[src/adc_glue_pkg.sv]
/*
 * Constants used by the converter bus port; its output buffer does not import them.
 * Assumes a single 25 MHz clock, mclk, and a synchronous active-high reset.
 */
package adc_glue_pkg;
    localparam int CLK_PERIOD_NS = 40;
    // Conversion time of the modelled core, in ns.
    localparam int CONV_TIME_NS = 4800;
    localparam int CONV_CYCLES = CONV_TIME_NS / CLK_PERIOD_NS;
    localparam logic [7:0] CONV_CYCLES_W = 8'(CONV_CYCLES);
    localparam int RESULT_W = 12;
    localparam int BUF_DEPTH = 2;
    localparam logic [11:0] RESULT_RESET = 12'h000;
    localparam logic [7:0] COUNT_RESET = 8'h00;

    typedef enum logic [2:0] {
        CONV_IDLE = 3'b001,
        CONV_BUSY = 3'b010,
        CONV_DONE = 3'b100
    } conv_state_type;
endpackage : adc_glue_pkg

[src/result_if.sv]
/*
 * Valid/ready carrier for conversion results between the port and its buffer.
 * Assumes both ends run on mclk.
 */
`timescale 1ns/100ps
`default_nettype none
interface result_if;
    logic valid;
    logic ready;
    logic [11:0] data;
    modport source (output valid, output data, input ready);
    modport sink (input valid, input data, output ready);
endinterface : result_if
`default_nettype wire

[src/result_buffer.sv]
/*
 * Two-entry flip-flop buffer between the converter core and the bus port.
 * Assumes one clock, synchronous active-high reset.
 */
`timescale 1ns/100ps
`default_nettype none
module result_buffer (
    input wire logic mclk,
    input wire logic rst,
    result_if.sink inp,
    result_if.source outp
);
    logic [11:0] mem_q [0:1];
    logic wrPtr_q;
    logic rdPtr_q;
    logic [1:0] count_q;
    logic push;
    logic pop;

    assign inp.ready = (count_q != 2'h2);
    assign outp.valid = (count_q != 2'h0);
    assign outp.data = mem_q[rdPtr_q];
    assign push = inp.valid && inp.ready;
    assign pop = outp.valid && outp.ready;

    always_ff @(posedge mclk) begin
        if (push) begin
            mem_q[wrPtr_q] <= inp.data;
        end
    end

    always_ff @(posedge mclk) begin
        if (rst) begin
            wrPtr_q <= 1'b0;
            rdPtr_q <= 1'b0;
            count_q <= 2'h0;
        end else begin
            if (push) begin
                wrPtr_q <= ~wrPtr_q;
            end
            if (pop) begin
                rdPtr_q <= ~rdPtr_q;
            end
            count_q <= count_q + {1'b0, push} - {1'b0, pop};
        end
    end
endmodule : result_buffer
`default_nettype wire

[src/adc_host_bus_glue.sv]
/*
 * Parallel host port of a 12-bit sampling converter: conversion start by
 * port write or external trigger, done flag and DMA request, and 8/12-bit
 * result reads with upper byte select.
 * Assumes host strobes are synchronous to mclk and the host keeps the
 * access spacing and wait-state glue on its own side.
 */
`timescale 1ns/100ps
`default_nettype none
module adc_host_bus_glue (
    input wire logic mclk,
    input wire logic rst,
    input wire logic start_convert_n,
    input wire logic ext_trigger,
    input wire logic chip_select_n,
    input wire logic read_enable_n,
    input wire logic upper_byte_select_n,
    input wire logic wide_bus_sel,
    input wire logic right_justify,
    input wire logic [11:0] sample_in,
    output logic [15:0] data_out,
    output logic data_out_en,
    output logic conversion_done,
    output logic dma_request_channel1,
    output logic conv_busy
);
    adc_glue_pkg::conv_state_type state_q;
    logic [7:0] cycleCount_q;
    logic [11:0] sample_q;
    logic trigPrev_q;
    logic startPrev_q;
    logic readPrev_q;
    logic lowRead_q;
    logic startReq;
    logic readAccess;
    logic readEnd;
    logic wordLeft;
    logic [11:0] rdData;
    logic [15:0] data_d;

    result_if coreSide ();
    result_if portSide ();

    // ************************************************************
    // Conversion start and timing
    // ************************************************************
    assign startReq = (!start_convert_n && startPrev_q)
        || (ext_trigger && !trigPrev_q);

    // Reset presets the start history to the idle level of its pin, so
    // no false start follows the release of reset.
    always_ff @(posedge mclk) begin
        if (rst) begin
            startPrev_q <= 1'b1;
            trigPrev_q <= 1'b0;
            readPrev_q <= 1'b0;
        end else begin
            startPrev_q <= start_convert_n;
            trigPrev_q <= ext_trigger;
            readPrev_q <= readAccess;
        end
    end

    // A start during a conversion is ignored; spacing is the host's job.
    always_ff @(posedge mclk) begin
        if (rst) begin
            state_q <= adc_glue_pkg::CONV_IDLE;
            cycleCount_q <= adc_glue_pkg::COUNT_RESET;
            sample_q <= adc_glue_pkg::RESULT_RESET;
        end else begin
            unique case (state_q)
                adc_glue_pkg::CONV_IDLE: begin
                    if (startReq) begin
                        sample_q <= sample_in;
                        cycleCount_q <= adc_glue_pkg::CONV_CYCLES_W - 8'h01;
                        state_q <= adc_glue_pkg::CONV_BUSY;
                    end
                end
                adc_glue_pkg::CONV_BUSY: begin
                    if (cycleCount_q == adc_glue_pkg::COUNT_RESET) begin
                        state_q <= adc_glue_pkg::CONV_DONE;
                    end else begin
                        cycleCount_q <= cycleCount_q - 8'h01;
                    end
                end
                adc_glue_pkg::CONV_DONE: begin
                    // With both entries full the result waits here, and
                    // further starts are ignored until it moves on.
                    if (coreSide.ready) begin
                        state_q <= adc_glue_pkg::CONV_IDLE;
                    end
                end
            endcase
        end
    end

    assign coreSide.valid = (state_q == adc_glue_pkg::CONV_DONE);
    assign coreSide.data = sample_q;

    // ************************************************************
    // Result buffering
    // ************************************************************
    // Two entries let one result wait while the host reads the previous.
    result_buffer resultBuf (
        .mclk(mclk),
        .rst(rst),
        .inp(coreSide),
        .outp(portSide)
    );

    // ************************************************************
    // Host read path
    // ************************************************************
    assign readAccess = !chip_select_n && !read_enable_n;
    // A word retires when a wide read ends, or when the low byte read ends.
    assign readEnd = readPrev_q && !readAccess && lowRead_q;
    assign portSide.ready = readEnd;
    assign rdData = portSide.data;

    // Left-justified low bytes carry four zero pad bits that an 8-bit host
    // must mask on its own side.
    always_comb begin
        data_d = 16'h0000;
        if (wide_bus_sel) begin
            data_d = {4'h0, rdData};
        end else if (!upper_byte_select_n) begin
            data_d = right_justify ? {8'h00, 4'h0, rdData[11:8]}
                : {8'h00, rdData[11:4]};
        end else begin
            data_d = right_justify ? {8'h00, rdData[7:0]}
                : {8'h00, rdData[3:0], 4'h0};
        end
    end

    // The drive enable lags the access by one cycle, like the data, so the
    // two never disagree on the bus.
    always_ff @(posedge mclk) begin
        if (rst) begin
            data_out <= 16'h0000;
            data_out_en <= 1'b0;
        end else begin
            data_out <= data_d;
            data_out_en <= readAccess;
        end
    end

    // ************************************************************
    // Byte tracking
    // ************************************************************
    // The host may drop the upper byte select in the same cycle that ends
    // the upper byte read. The byte kind is therefore held from the first
    // cycle of the access; the live select at the end would retire a word
    // whose low byte was never read.
    always_ff @(posedge mclk) begin
        if (rst) begin
            lowRead_q <= 1'b0;
        end else if (readAccess && !readPrev_q) begin
            lowRead_q <= wide_bus_sel || upper_byte_select_n;
        end
    end

    // ************************************************************
    // Done flag, DMA request and busy
    // ************************************************************
    // Only a result held in CONV_DONE keeps the request up after a clear; a word in the buffer's second entry drops it for a cycle.
    assign wordLeft = portSide.valid
        && !(readEnd && !coreSide.valid);

    always_ff @(posedge mclk) begin
        if (rst) begin
            conversion_done <= 1'b0;
        end else begin
            conversion_done <= wordLeft;
        end
    end

    // The request copies the done flag, so an interrupt-driven host and a
    // DMA channel see the same words waiting.
    always_ff @(posedge mclk) begin
        if (rst) begin
            dma_request_channel1 <= 1'b0;
        end else begin
            dma_request_channel1 <= wordLeft;
        end
    end

    // Busy rises with the accepted start, so the refusal window is visible
    // from the very next cycle.
    always_ff @(posedge mclk) begin
        if (rst) begin
            conv_busy <= 1'b0;
        end else begin
            conv_busy <= (state_q == adc_glue_pkg::CONV_BUSY)
                || (startReq && state_q == adc_glue_pkg::CONV_IDLE);
        end
    end
endmodule : adc_host_bus_glue
`default_nettype wire

[config.mk]
export PLATFORM = sky130hd
export DESIGN_NAME = adc_host_bus_glue
export DESIGN_NICKNAME = d
export VERILOG_FILES = /design/src/adc_glue_pkg.sv /design/src/result_if.sv /design/src/result_buffer.sv /design/src/adc_host_bus_glue.sv
export SDC_FILE = /design/constraint.sdc
export NUM_CORES = 1
export LEC_CHECK = 0
export BUFFER_PORTS_ARGS = -buffer_cell sky130_fd_sc_hd__buf_4
export CORE_ASPECT_RATIO = 1.4
export CORE_UTILIZATION = 28
export CTS_CLUSTER_DIAMETER = 30
export DETAILED_ROUTE_END_ITERATION = 16
export PLACE_DENSITY = 0.44
export SLEW_MARGIN = 20
export SYNTH_ARGS = -nofsm -noshare
export SYNTH_HDL_FRONTEND = slang
export SYNTH_SLANG_ARGS = --single-unit
[constraint.sdc]
create_clock -name mclk -period 2.1 [get_ports mclk]
set_clock_uncertainty 0.05 [all_clocks]
set_input_delay 0.21 -clock mclk [delete_from_list [all_inputs] [get_ports mclk]]
set_output_delay 0.21 -clock mclk [all_outputs]
set_load 0.03 [all_outputs]
==> impl_metrics.toml, run 1 <==
[logic_synthesis]
synth_edf_count = 24
ys_async_sr_fraction_pct = 0
yosysMostFrequentCell = "dfxtp_1"
synthAdderAreaFrac_pct = 1.79
synth_compound_area_share_pct = 8.13
netlist_area_um2 = 2800
synth.distinct_cells = 43
synth_top_family_by_area = "simple AND/OR/NAND/NOR gates"
ys.flop_type = "dfxtp_1"
yosys.area.top_type_share_pct = 32.9
synthTopCellsByArea = "dfxtp_1 (33%), edfxtp_1 (26%), mux2i_1 (6.4%)"
synthXorXnorAreaFrac_pct = 1.56
synth_area_per_cell_um2 = 11.3
synth_warnings = 0
ys_ff_latch = 70
muxShareOfSynthArea_pct = 9.65
postSynthCellCount = 249
seq_area_frac_synth_pct = 58.6
yosysTopAreaCell = "dfxtp_1"
synth_common_cells = "dfxtp_1 (46), nor2_1 (38), edfxtp_1 (24)"
synthSimpleGateAreaFrac_pct = 15.4

[clock_network]
clkSinkCount = 70
cts_root_buf = "clkbuf_16"
clk_pin_slew_ps = 60
cts_max_path_buffers = 2
h-tree-depth = 3
cts_buffers = 9
cts_tree = "yes"
cts_setup_buffers = 0
cts-resized-gates = 0
clk_latency_ps = 320

[timing]
rsz0062_at_grt = "no"
worst_slew_pin_slew_ps = 554
hold_viol_final = 0
max_clock_freq_ghz = 0.510
min_period_ps = 1960
timing.final.crit_share_pct = 93.4
finalSetupTns_ps = 0
setup_violations = 0
drv_slew = 0
maxSlewHeadroom_pct = 62.7

[setup_path]
crit_chain = "dlygate4sd3_1 > buf_4 > o211ai_1 > nor2_1 > ha_1 > inv_1 > ha_1 > xor2_1 > xnor2_1 > nor2_1"
critPathLaunchType = "input pin"
r2r_end = "coreSide.data[9]"
reg2reg_depth = 4
path_class = "input pin to register"
crit_slowest_cell = "dlygate4sd3_1"
end_kind = "register"
critPathLaunch = "read_enable_n"
r2r-start = "state_q[0]"
max_stage_delay_ps = 540
worst-r2r-setup-slack_ps = 320
required_ps = 2250
path_max_fanout = 3
worstPathArrival_ps = 2110

[min_path]
hold_depth = 2
hold_path_class = "input pin to register"
min_from = "start_convert_n"
holdPathEnd = "startPrev_q"

[drt]
wl_per_cell_um = 13.2
viasPerCell = 4.42
drtPass1Iterations = 4
vias = 1888
drt-initial-drc-count = 67
routed_wl_mm = 5.65
antenna_left = 0
drc_errors = 0

[final_layout]
final_nets = 315
instances_no_fill = 427
fill_cells = 1003
final_layout_size_suffix_gt1_share_pct = 23.1
num_antenna_cells = 0
multi_input_area_um2 = 1040
seq_area_um2 = 1640
area_growth_syn_to_layout_pct = 25.3

[die]
die_h_um = 120
die-area_um2 = 10400
num_rows = 42
placeableCoreArea_um2 = 9560
io_pins = 41
die_w_um = 86.5
initial_core_util_pct = 29.3

[run]
cap_viol_max_count = 0

[global_routing]
first_global_vias = 1788
grt_usage_pct = 11.7
grt_pass1_wl_mm = 8.94
grt_overflow = 0
grt_antenna_before_repair = 0
grt_max_degree = 45

[outcome]
status = "complete, no violations"

[pwr]
peakVddDrop_mv = 0.402
pwr_density_cell_nw_per_um2 = 984
p_leak_uw = 0.00136
finalPower_uw = 3460

[place]
place.gp.congestion = 0.734
hpwl_mm = 3.86
dpl.cell_count = 409
io_buffers = 36
[layout make-up]
type	instances	share of cell area, %
clock buffer	10	6.81
tap	132	4.70
clock inverter	6	2.42
timing repair buffer	42	9.12
sequential	70	46.8
inverter	6	0.641
multi-input combinational	161	29.5
[worst max-delay path: cells and delay by family]
| kind | cells | cell delay [ps] |
|---|---|---|
| buffers and inverters | 3 | 730 |
| AOI/OAI and AO/OA | 1 | 240 |
| adders and majority gates | 2 | 440 |
| and+or+nand+nor | 2 | 170 |
| xor gates and xnor gates | 2 | 310 |
[per-layer routing]
layer | GRT usage [%] | up-vias | wire length (µm)
met2 | 19.0 | 44 | 2870
li1 | - | 954 | -
met5 | 0 | - | 0
met3 | 3.21 | 4 | 226
met4 | 6.56 | 0 | 72
met1 | 13.9 | 886 | 2490
[state kept, by name (all words and copies together) (netlist names), named ones only]
name,cells
cycleCount_q,8
resultBuf.rdPtr_q,1
coreSide.data,12
startPrev_q,1
state_q,3
data_out_en,1
resultBuf.mem_q,24
data_out,12
resultBuf.wrPtr_q,1
lowRead_q,1
dma_request_channel1,1
trigPrev_q,1
resultBuf.count_q,2
conv_busy,1
[power by group]
group | switching, µW | internal (µW)
clock network | 541 | 1070
registers | 47.0 | 1460
logic | 191 | 146
total | 780 | 2680
[placed cells by master, fill, tap and decap left out, types with 2 or more instances in the layout]
cell,synthesis,final
bufinv_16,0,2
nor4_1,2,2
nand3_1,2,2
dfxtp_1,46,46
ha_1,4,4
o22ai_1,4,4
clkinv_2,0,2
or3_1,4,4
edfxtp_1,24,24
mux2i_1,18,18
conb_1,1,4
inv_1,6,6
or3b_1,3,3
nor3b_1,2,2
mux2_2,8,8
nand2_1,14,14
a21oi_1,2,2
nor2_1,38,38
or2_2,2,2
a211oi_1,5,5
nand2b_1,3,3
dlygate4sd3_1,0,2
xor2_1,2,2
buf_4,5,40
nor3_1,9,9
clkbuf_16,0,9
clkinvlp_4,0,2
o221ai_1,4,4
o21ai_0,8,8
a31oi_1,4,4
nor2b_1,5,5
xnor2_1,3,3
[logic make-up after synthesis]
logic type      count (synthesis)
compound gates                 33
buf+inv                        21
fa+ha+maj                       4
other cells                     1
xor+xnor                        5
simple gates                   89
flops                          70
mux                            26
[what timing repair did]
action | CTS | global route
hold endpoints to repair | 1 | 0
hold buffers | 2 | 0
setup endpoints to repair | 0 | 0
[metrics by stage]
stage,cell area (µm²),utilization [%],hold slack [ps],worst slack [ps]
5_1_grt,3510,36.7,24.3,26.2
4_1_cts,3510,36.7,22.7,137
6_report,3510,36.7,35.1,138
3_3_place_gp,3170,33.1,343,326
2_1_floorplan,2810,-,237,248
3_5_place_dp,3170,33.1,347,313
[how the worst max path moves through the flow]
stage / to / slack [ps] / depth (start not counted)
after CTS: resultBuf.count_q[1] / 140 / 10
after global routing: resultBuf.count_q[1] / 30 / 10
final: resultBuf.count_q[1] / 140 / 10
after detailed placement: cycleCount_q[4] / 310 / 6
after floorplan: resultBuf.mem_q[0][0] / 250 / 4
after global placement: cycleCount_q[4] / 330 / 6
(Power assumes the default switching activity.)
==> run 2: changes to the inputs <==
- clock period: 2.1 -> 1.89 ns (I/O delays scaled with it)
==> run 2 against run 1 <==
Compared with the run above:
- via count increased by 1.2%
- sequential power is 11% higher
- sequential cell count did not move
- routed wire length down 0.83%
- critical path depth down 3
- register-to-register slack got worse by 130 ps
- largest cell class unchanged
==> impl_metrics.toml, run 2 (synthesis gave the netlist of run 1 again) <==
[global_routing]
grt_usage_pct = 12.1
grt_antenna_before_repair = 0
grt_pass1_wl_mm = 9.14
grt_max_degree = 45
grt_overflow = 0
first_global_vias = 1802

[min_path]
hold_path_class = "input pin to register"
holdPathEnd = "trigPrev_q"
hold_depth = 2
min_from = "ext_trigger"

[setup_path]
end_kind = "register"
worstPathArrival_ps = 1850
max_stage_delay_ps = 470
r2r-start = "state_q[2]"
r2r_end = "resultBuf.count_q[1]"
worst-r2r-setup-slack_ps = 190
required_ps = 2050
reg2reg_depth = 7
path_class = "register to register"
worst-path-buf-inv = 1
crit_family = "simple AND/OR/NAND/NOR gates"
crit_chain = "nor3b_1 > nand2_1 > inv_1 > ha_1 > xor2_1 > xnor2_1 > nor2_1"
path_max_fanout = 9
critPathLaunchType = "register"
crit_slowest_cell = "dfxtp_1"

[final_layout]
fill_cells = 1001
largest_reg_flops = 24
top_register = "resultBuf.mem_q"
design_area_um2 = 3540
final_common_cell = "dfxtp_1"
seq_area_um2 = 1640
final_layout_size_suffix_gt1_share_pct = 23.4
final_nets = 319
area_growth_syn_to_layout_pct = 26.3
multi_input_area_um2 = 1040
layout_common_cells = "dfxtp_1 (46), buf_4 (41), nor2_1 (38)"
instances_no_fill = 431
num_antenna_cells = 0

[die]
num_rows = 42
die-area_um2 = 10400
die_h_um = 120
die_w_um = 86.5
io_pins = 41
initial_core_util_pct = 29.3
placeableCoreArea_um2 = 9560

[pwr]
peakVddDrop_mv = 0.479
p_leak_uw = 0.00136
pwr_density_cell_nw_per_um2 = 1030

[clock_network]
clk_latency_ps = 330
clkSinkCount = 70
cts_max_path_buffers = 2
h-tree-depth = 3
clk_pin_slew_ps = 50
cts_root_buf = "clkbuf_16"
cts_buffers = 9
cts_tree = "yes"

[drt]
drc_errors = 0
vias = 1911
wl_per_cell_um = 13.0
viasPerCell = 4.43
antenna_left = 0
drt-initial-drc-count = 61
routed_wl_mm = 5.61
drtPass1Iterations = 4

[timing]
setup_violations = 0
max_clock_freq_ghz = 0.589
timing.final.crit_share_pct = 89.8
min_period_ps = 1700
rsz0062_at_grt = "no"
finalSetupTns_ps = 0
drv_slew = 0
maxSlewHeadroom_pct = 63.4
hold_viol_final = 0
worst_slew_pin_slew_ps = 544

[place]
dpl.cell_count = 410
place.gp.congestion = 0.706
hpwl_mm = 3.85
io_buffers = 36
postPlaceCellArea_um2 = 3190

[outcome]
status = "complete, no violations"

[run]
cap_viol_max_count = 0
==> run 2: changes by cell type in the layout (fill, tap and decap cells not counted), sizes merged <==
cell and delta:
buf +3, bufinv -2, clkbuf +2, clkinv -1
clkinvlp +1, dlygate4sd3 +1
==> run 2: area by class of cell <==
cell class              count  area share [%]
multi-input cells         161            29.5
clock buffers              12            7.28
inverters                   6           0.636
well taps                 132            4.67
repair buffers             46            10.7
flip-flops and latches     70            46.4
clock inverters             4           0.884
==> run 2: report_power, final <==
group	internal, µW	switching, µW
Combinational	179	215
Sequential	1630	49.9
Clock	969	611
==> run 2: per-layer routing <==
layer | track usage, % | share of wire (%)
met5 | 0 | 0
met4 | 7.81 | 2.6
met3 | 3.21 | 4.1
met2 | 19.8 | 49
met1 | 13.9 | 44
==> run 2: through the flow <==
| step | utilization [%] | setup WS, ps | hold WS, ps | total power [µW] |
|---|---|---|---|---|
| 2_1_floorplan | - | 37.8 | 216 | 1980 |
| 3_3_place_gp | 33.3 | 128 | 323 | 2080 |
| 3_5_place_dp | 33.3 | 129 | 324 | 2090 |
| 4_1_cts | 36.7 | 108 | 17.8 | 3700 |
| 5_1_grt | 37.0 | 71.0 | 34.7 | 3830 |
| 6_report | 37.0 | 194 | 28.3 | 3650 |
==> run 2: worst max path at each step <==
stage                          from               endpoint  depth (start not counted)  slack [ps]
finish                   state_q[2]   resultBuf.count_q[1]                          7         190
global route        cycleCount_q[0]             state_q[1]                          5          70
CTS                      state_q[2]       coreSide.data[6]                          4         110
detailed placement       state_q[2]       coreSide.data[0]                          4         130
global placement    cycleCount_q[0]        cycleCount_q[4]                          6         130
floorplan                state_q[2]  resultBuf.mem_q[0][0]                          4          40
==> run 2: what timing repair did <==
| action | in CTS | in global routing |
|---|---|---|
| gates resized for setup | 0 | 1 |
| setup endpoints to repair | 0 | 6 |
| buffers inserted | 0 | 2 |
| hold buffers | 3 | 0 |
| hold endpoints to repair | 2 | 0 |
==> run 2: worst register-to-register path: cells and delay by family (launching register included) <==
family                   cells  cell delay [ps]
AND/OR/NAND/NOR              3              500
adder cells (fa/ha/maj)      1              150
flip-flops                   1              470
buffers and inverters        1               80
XOR/XNOR                     2              310
==> run 3: changes to the inputs <==
- ABC_AREA: not set -> 1
- PLACE_DENSITY: 0.44 -> 0.45
- clock period: 1.89 -> 1.39 ns (I/O delays scaled with it)
==> run 3 against run 2 <==
Compared with the run above:
- sequential cell count unchanged
- count of clock-buffer cells in the layout shrank 2
- clock power up 53%
- power rose by 56%
- sequential power rose by 39%
- sequential share of layout area down 6.4 points
- non-clock buffer count up 29
- synthesized cell count increased by 32%
- cell area rose by 17%
- the flow now finishes with violations (negative setup slack)
- register-to-register slack worse by 360 ps
- cell count is 26% higher
- maximum frequency grew 9.1%
- critical path type unchanged
==> impl_metrics.toml, run 3 <==
[outcome]
status = "complete, but fails checks"
violations = "negative setup slack"

[setup_path]
required_ps = 1550
worstPathArrival_ps = 1720
critPathLaunchType = "register"
path_max_fanout = 2
path_class = "register to register"
end_kind = "register"

[final_layout]
top_register = "resultBuf.mem_q"
seq_area_um2 = 1650
final_nets = 428
num_antenna_cells = 0
final_layout_size_suffix_gt1_share_pct = 35.0
largest_reg_flops = 24
area_growth_syn_to_layout_pct = 43.5
fin_util_pct = 41.5
final_common_cell = "buf_4"
multi_input_area_um2 = 1240
layout_common_cells = "buf_4 (63), nand2_1 (53), nor2_1 (48)"
fill_cells = 1027
design_area_um2 = 4130

[drt]
routed_wl_mm = 6.32
drt-initial-drc-count = 98
antenna_left = 0
drc_errors = 0
wl_per_cell_um = 11.6
viasPerCell = 4.18
vias = 2272
drtPass1Iterations = 4

[timing]
setup_violations = 18
setup_slack_ps = -164
rsz0062_at_grt = "yes"
max_clock_freq_ghz = 0.643
hold_viol_final = 0
timing.final.crit_share_pct = 112
drv_slew = 0
min_period_ps = 1550
hold_ws_ps = 16.1

[logic_synthesis]
synth_edf_count = 24
netlist_area_um2 = 2880
ys_ff_latch = 70
synth_warnings = 0
yosys.area.top_type_share_pct = 32.0
synth_area_per_cell_um2 = 8.78
synth_common_cells = "nand2_1 (61), nor2_1 (53), dfxtp_1 (46)"
postSynthCellCount = 328
yosysMostFrequentCell = "nand2_1"
yosysTopAreaCell = "dfxtp_1"
seq_area_frac_synth_pct = 57.0
synthTopCellsByArea = "dfxtp_1 (32%), edfxtp_1 (25%), nand2_1 (7.9%)"
synth.distinct_cells = 32
ys_async_sr_fraction_pct = 0
ys.flop_type = "dfxtp_1"

[run]
cap_viol_max_count = 0

[die]
initial_core_util_pct = 28.9
die-area_um2 = 10700
die_w_um = 87.7
io_pins = 41
placeableCoreArea_um2 = 9950
num_rows = 43
die_h_um = 122

[place]
pre_cts_ws_ps = -185
hpwl_mm = 4.35
postPlaceCellArea_um2 = 3500
place.gp.congestion = 0.811
io_buffers = 36

[global_routing]
grt_max_degree = 18
first_global_vias = 2141
grt_antenna_before_repair = 0
grt_pass1_wl_mm = 10.1
grt_overflow = 0
grt_usage_pct = 12.8

[clock_network]
clk_latency_ps = 330
cts_tree = "yes"
cts_root_buf = "clkbuf_16"
h-tree-depth = 3
clk_pin_slew_ps = 50
clkSinkCount = 70
cts_max_path_buffers = 2
cts_buffers = 9

[pwr]
peakVddDrop_mv = 0.613
pwr_density_cell_nw_per_um2 = 1380
p_leak_uw = 0.00174
finalPower_uw = 5690

[min_path]
hold_path_class = "input pin to register"
==> run 3: logic make-up (layout without fill, tap and decap cells) <==
| group | count (synthesis) | count (layout) | share of synthesized area [%] |
|---|---|---|---|
| fa+ha+maj | 4 | 4 | 1.74 |
| mux | 1 | 1 | 0.348 |
| xor+xnor | 3 | 3 | 0.912 |
| flops | 70 | 70 | 57.0 |
| buf+inv | 46 | 123 | 7.08 |
| simple gates | 145 | 145 | 22.2 |
| other cells | 1 | 4 | 0.130 |
| compound gates | 58 | 58 | 10.6 |
==> run 3: worst paths after layout <==
kind / startpoint / end / slack (ps) / depth (start not counted)
worst min register to register: coreSide.data[3] / resultBuf.mem_q[1][3] / 400 / 0
worst max register to register: data_out_en / resultBuf.count_q[1] / -160 / 10
worst max-delay path: data_out_en / resultBuf.count_q[1] / -160 / 10
worst min-delay path: sample_in[7] / coreSide.data[7] / 20 / 3
==> run 3: metal layers <==
layer | track usage [%] | part of all wire [%]
met1 | 15.0 | 45
met2 | 20.5 | 49
met3 | 4.13 | 3.7
met4 | 6.66 | 1.8
met5 | 0 | 0
==> run 3: stage by stage <==
stage / setup TNS, ps / cells
2_1_floorplan: -569 / 331
3_3_place_gp: -165 / 513
3_5_place_dp: -482 / 513
4_1_cts: -1640 / 539
5_1_grt: -2750 / 543
6_report: -734 / 543
==> run 3: cell type report <==
| cell class | instances | share of cell area [%] |
|---|---|---|
| inverter | 32 | 3.09 |
| timing repair buffer | 75 | 15.3 |
| clock buffer | 10 | 5.54 |
| clock inverter | 6 | 2.06 |
| sequential | 70 | 40.0 |
| multi-input combinational | 215 | 29.9 |
| tap | 135 | 4.09 |
==> run 3: what timing repair did <==
item,in CTS,in global routing
hold endpoints to repair,5,0
gates cloned,1,0
endpoints found under the setup margin,26,51
pin swaps,4,19
hold buffers,5,0
buffers inserted,4,4
gates resized for setup,10,51
==> run 3: worst max-delay path, stage by stage, from the launching register on <==
cell and delay, ps:
dfxtp_4 340, nand2_2 50, nor2_2 40, o21ai_1 100, inv_1 100, ha_4 270
inv_2 40, ha_4 140, xor2_1 160, o21ai_1 120, a21oi_1 50
==> run 3: where the power goes <==
group,internal [µW],switching [µW]
clock network,1570,842
registers,2250,86.3
logic,409,540
total,4220,1470
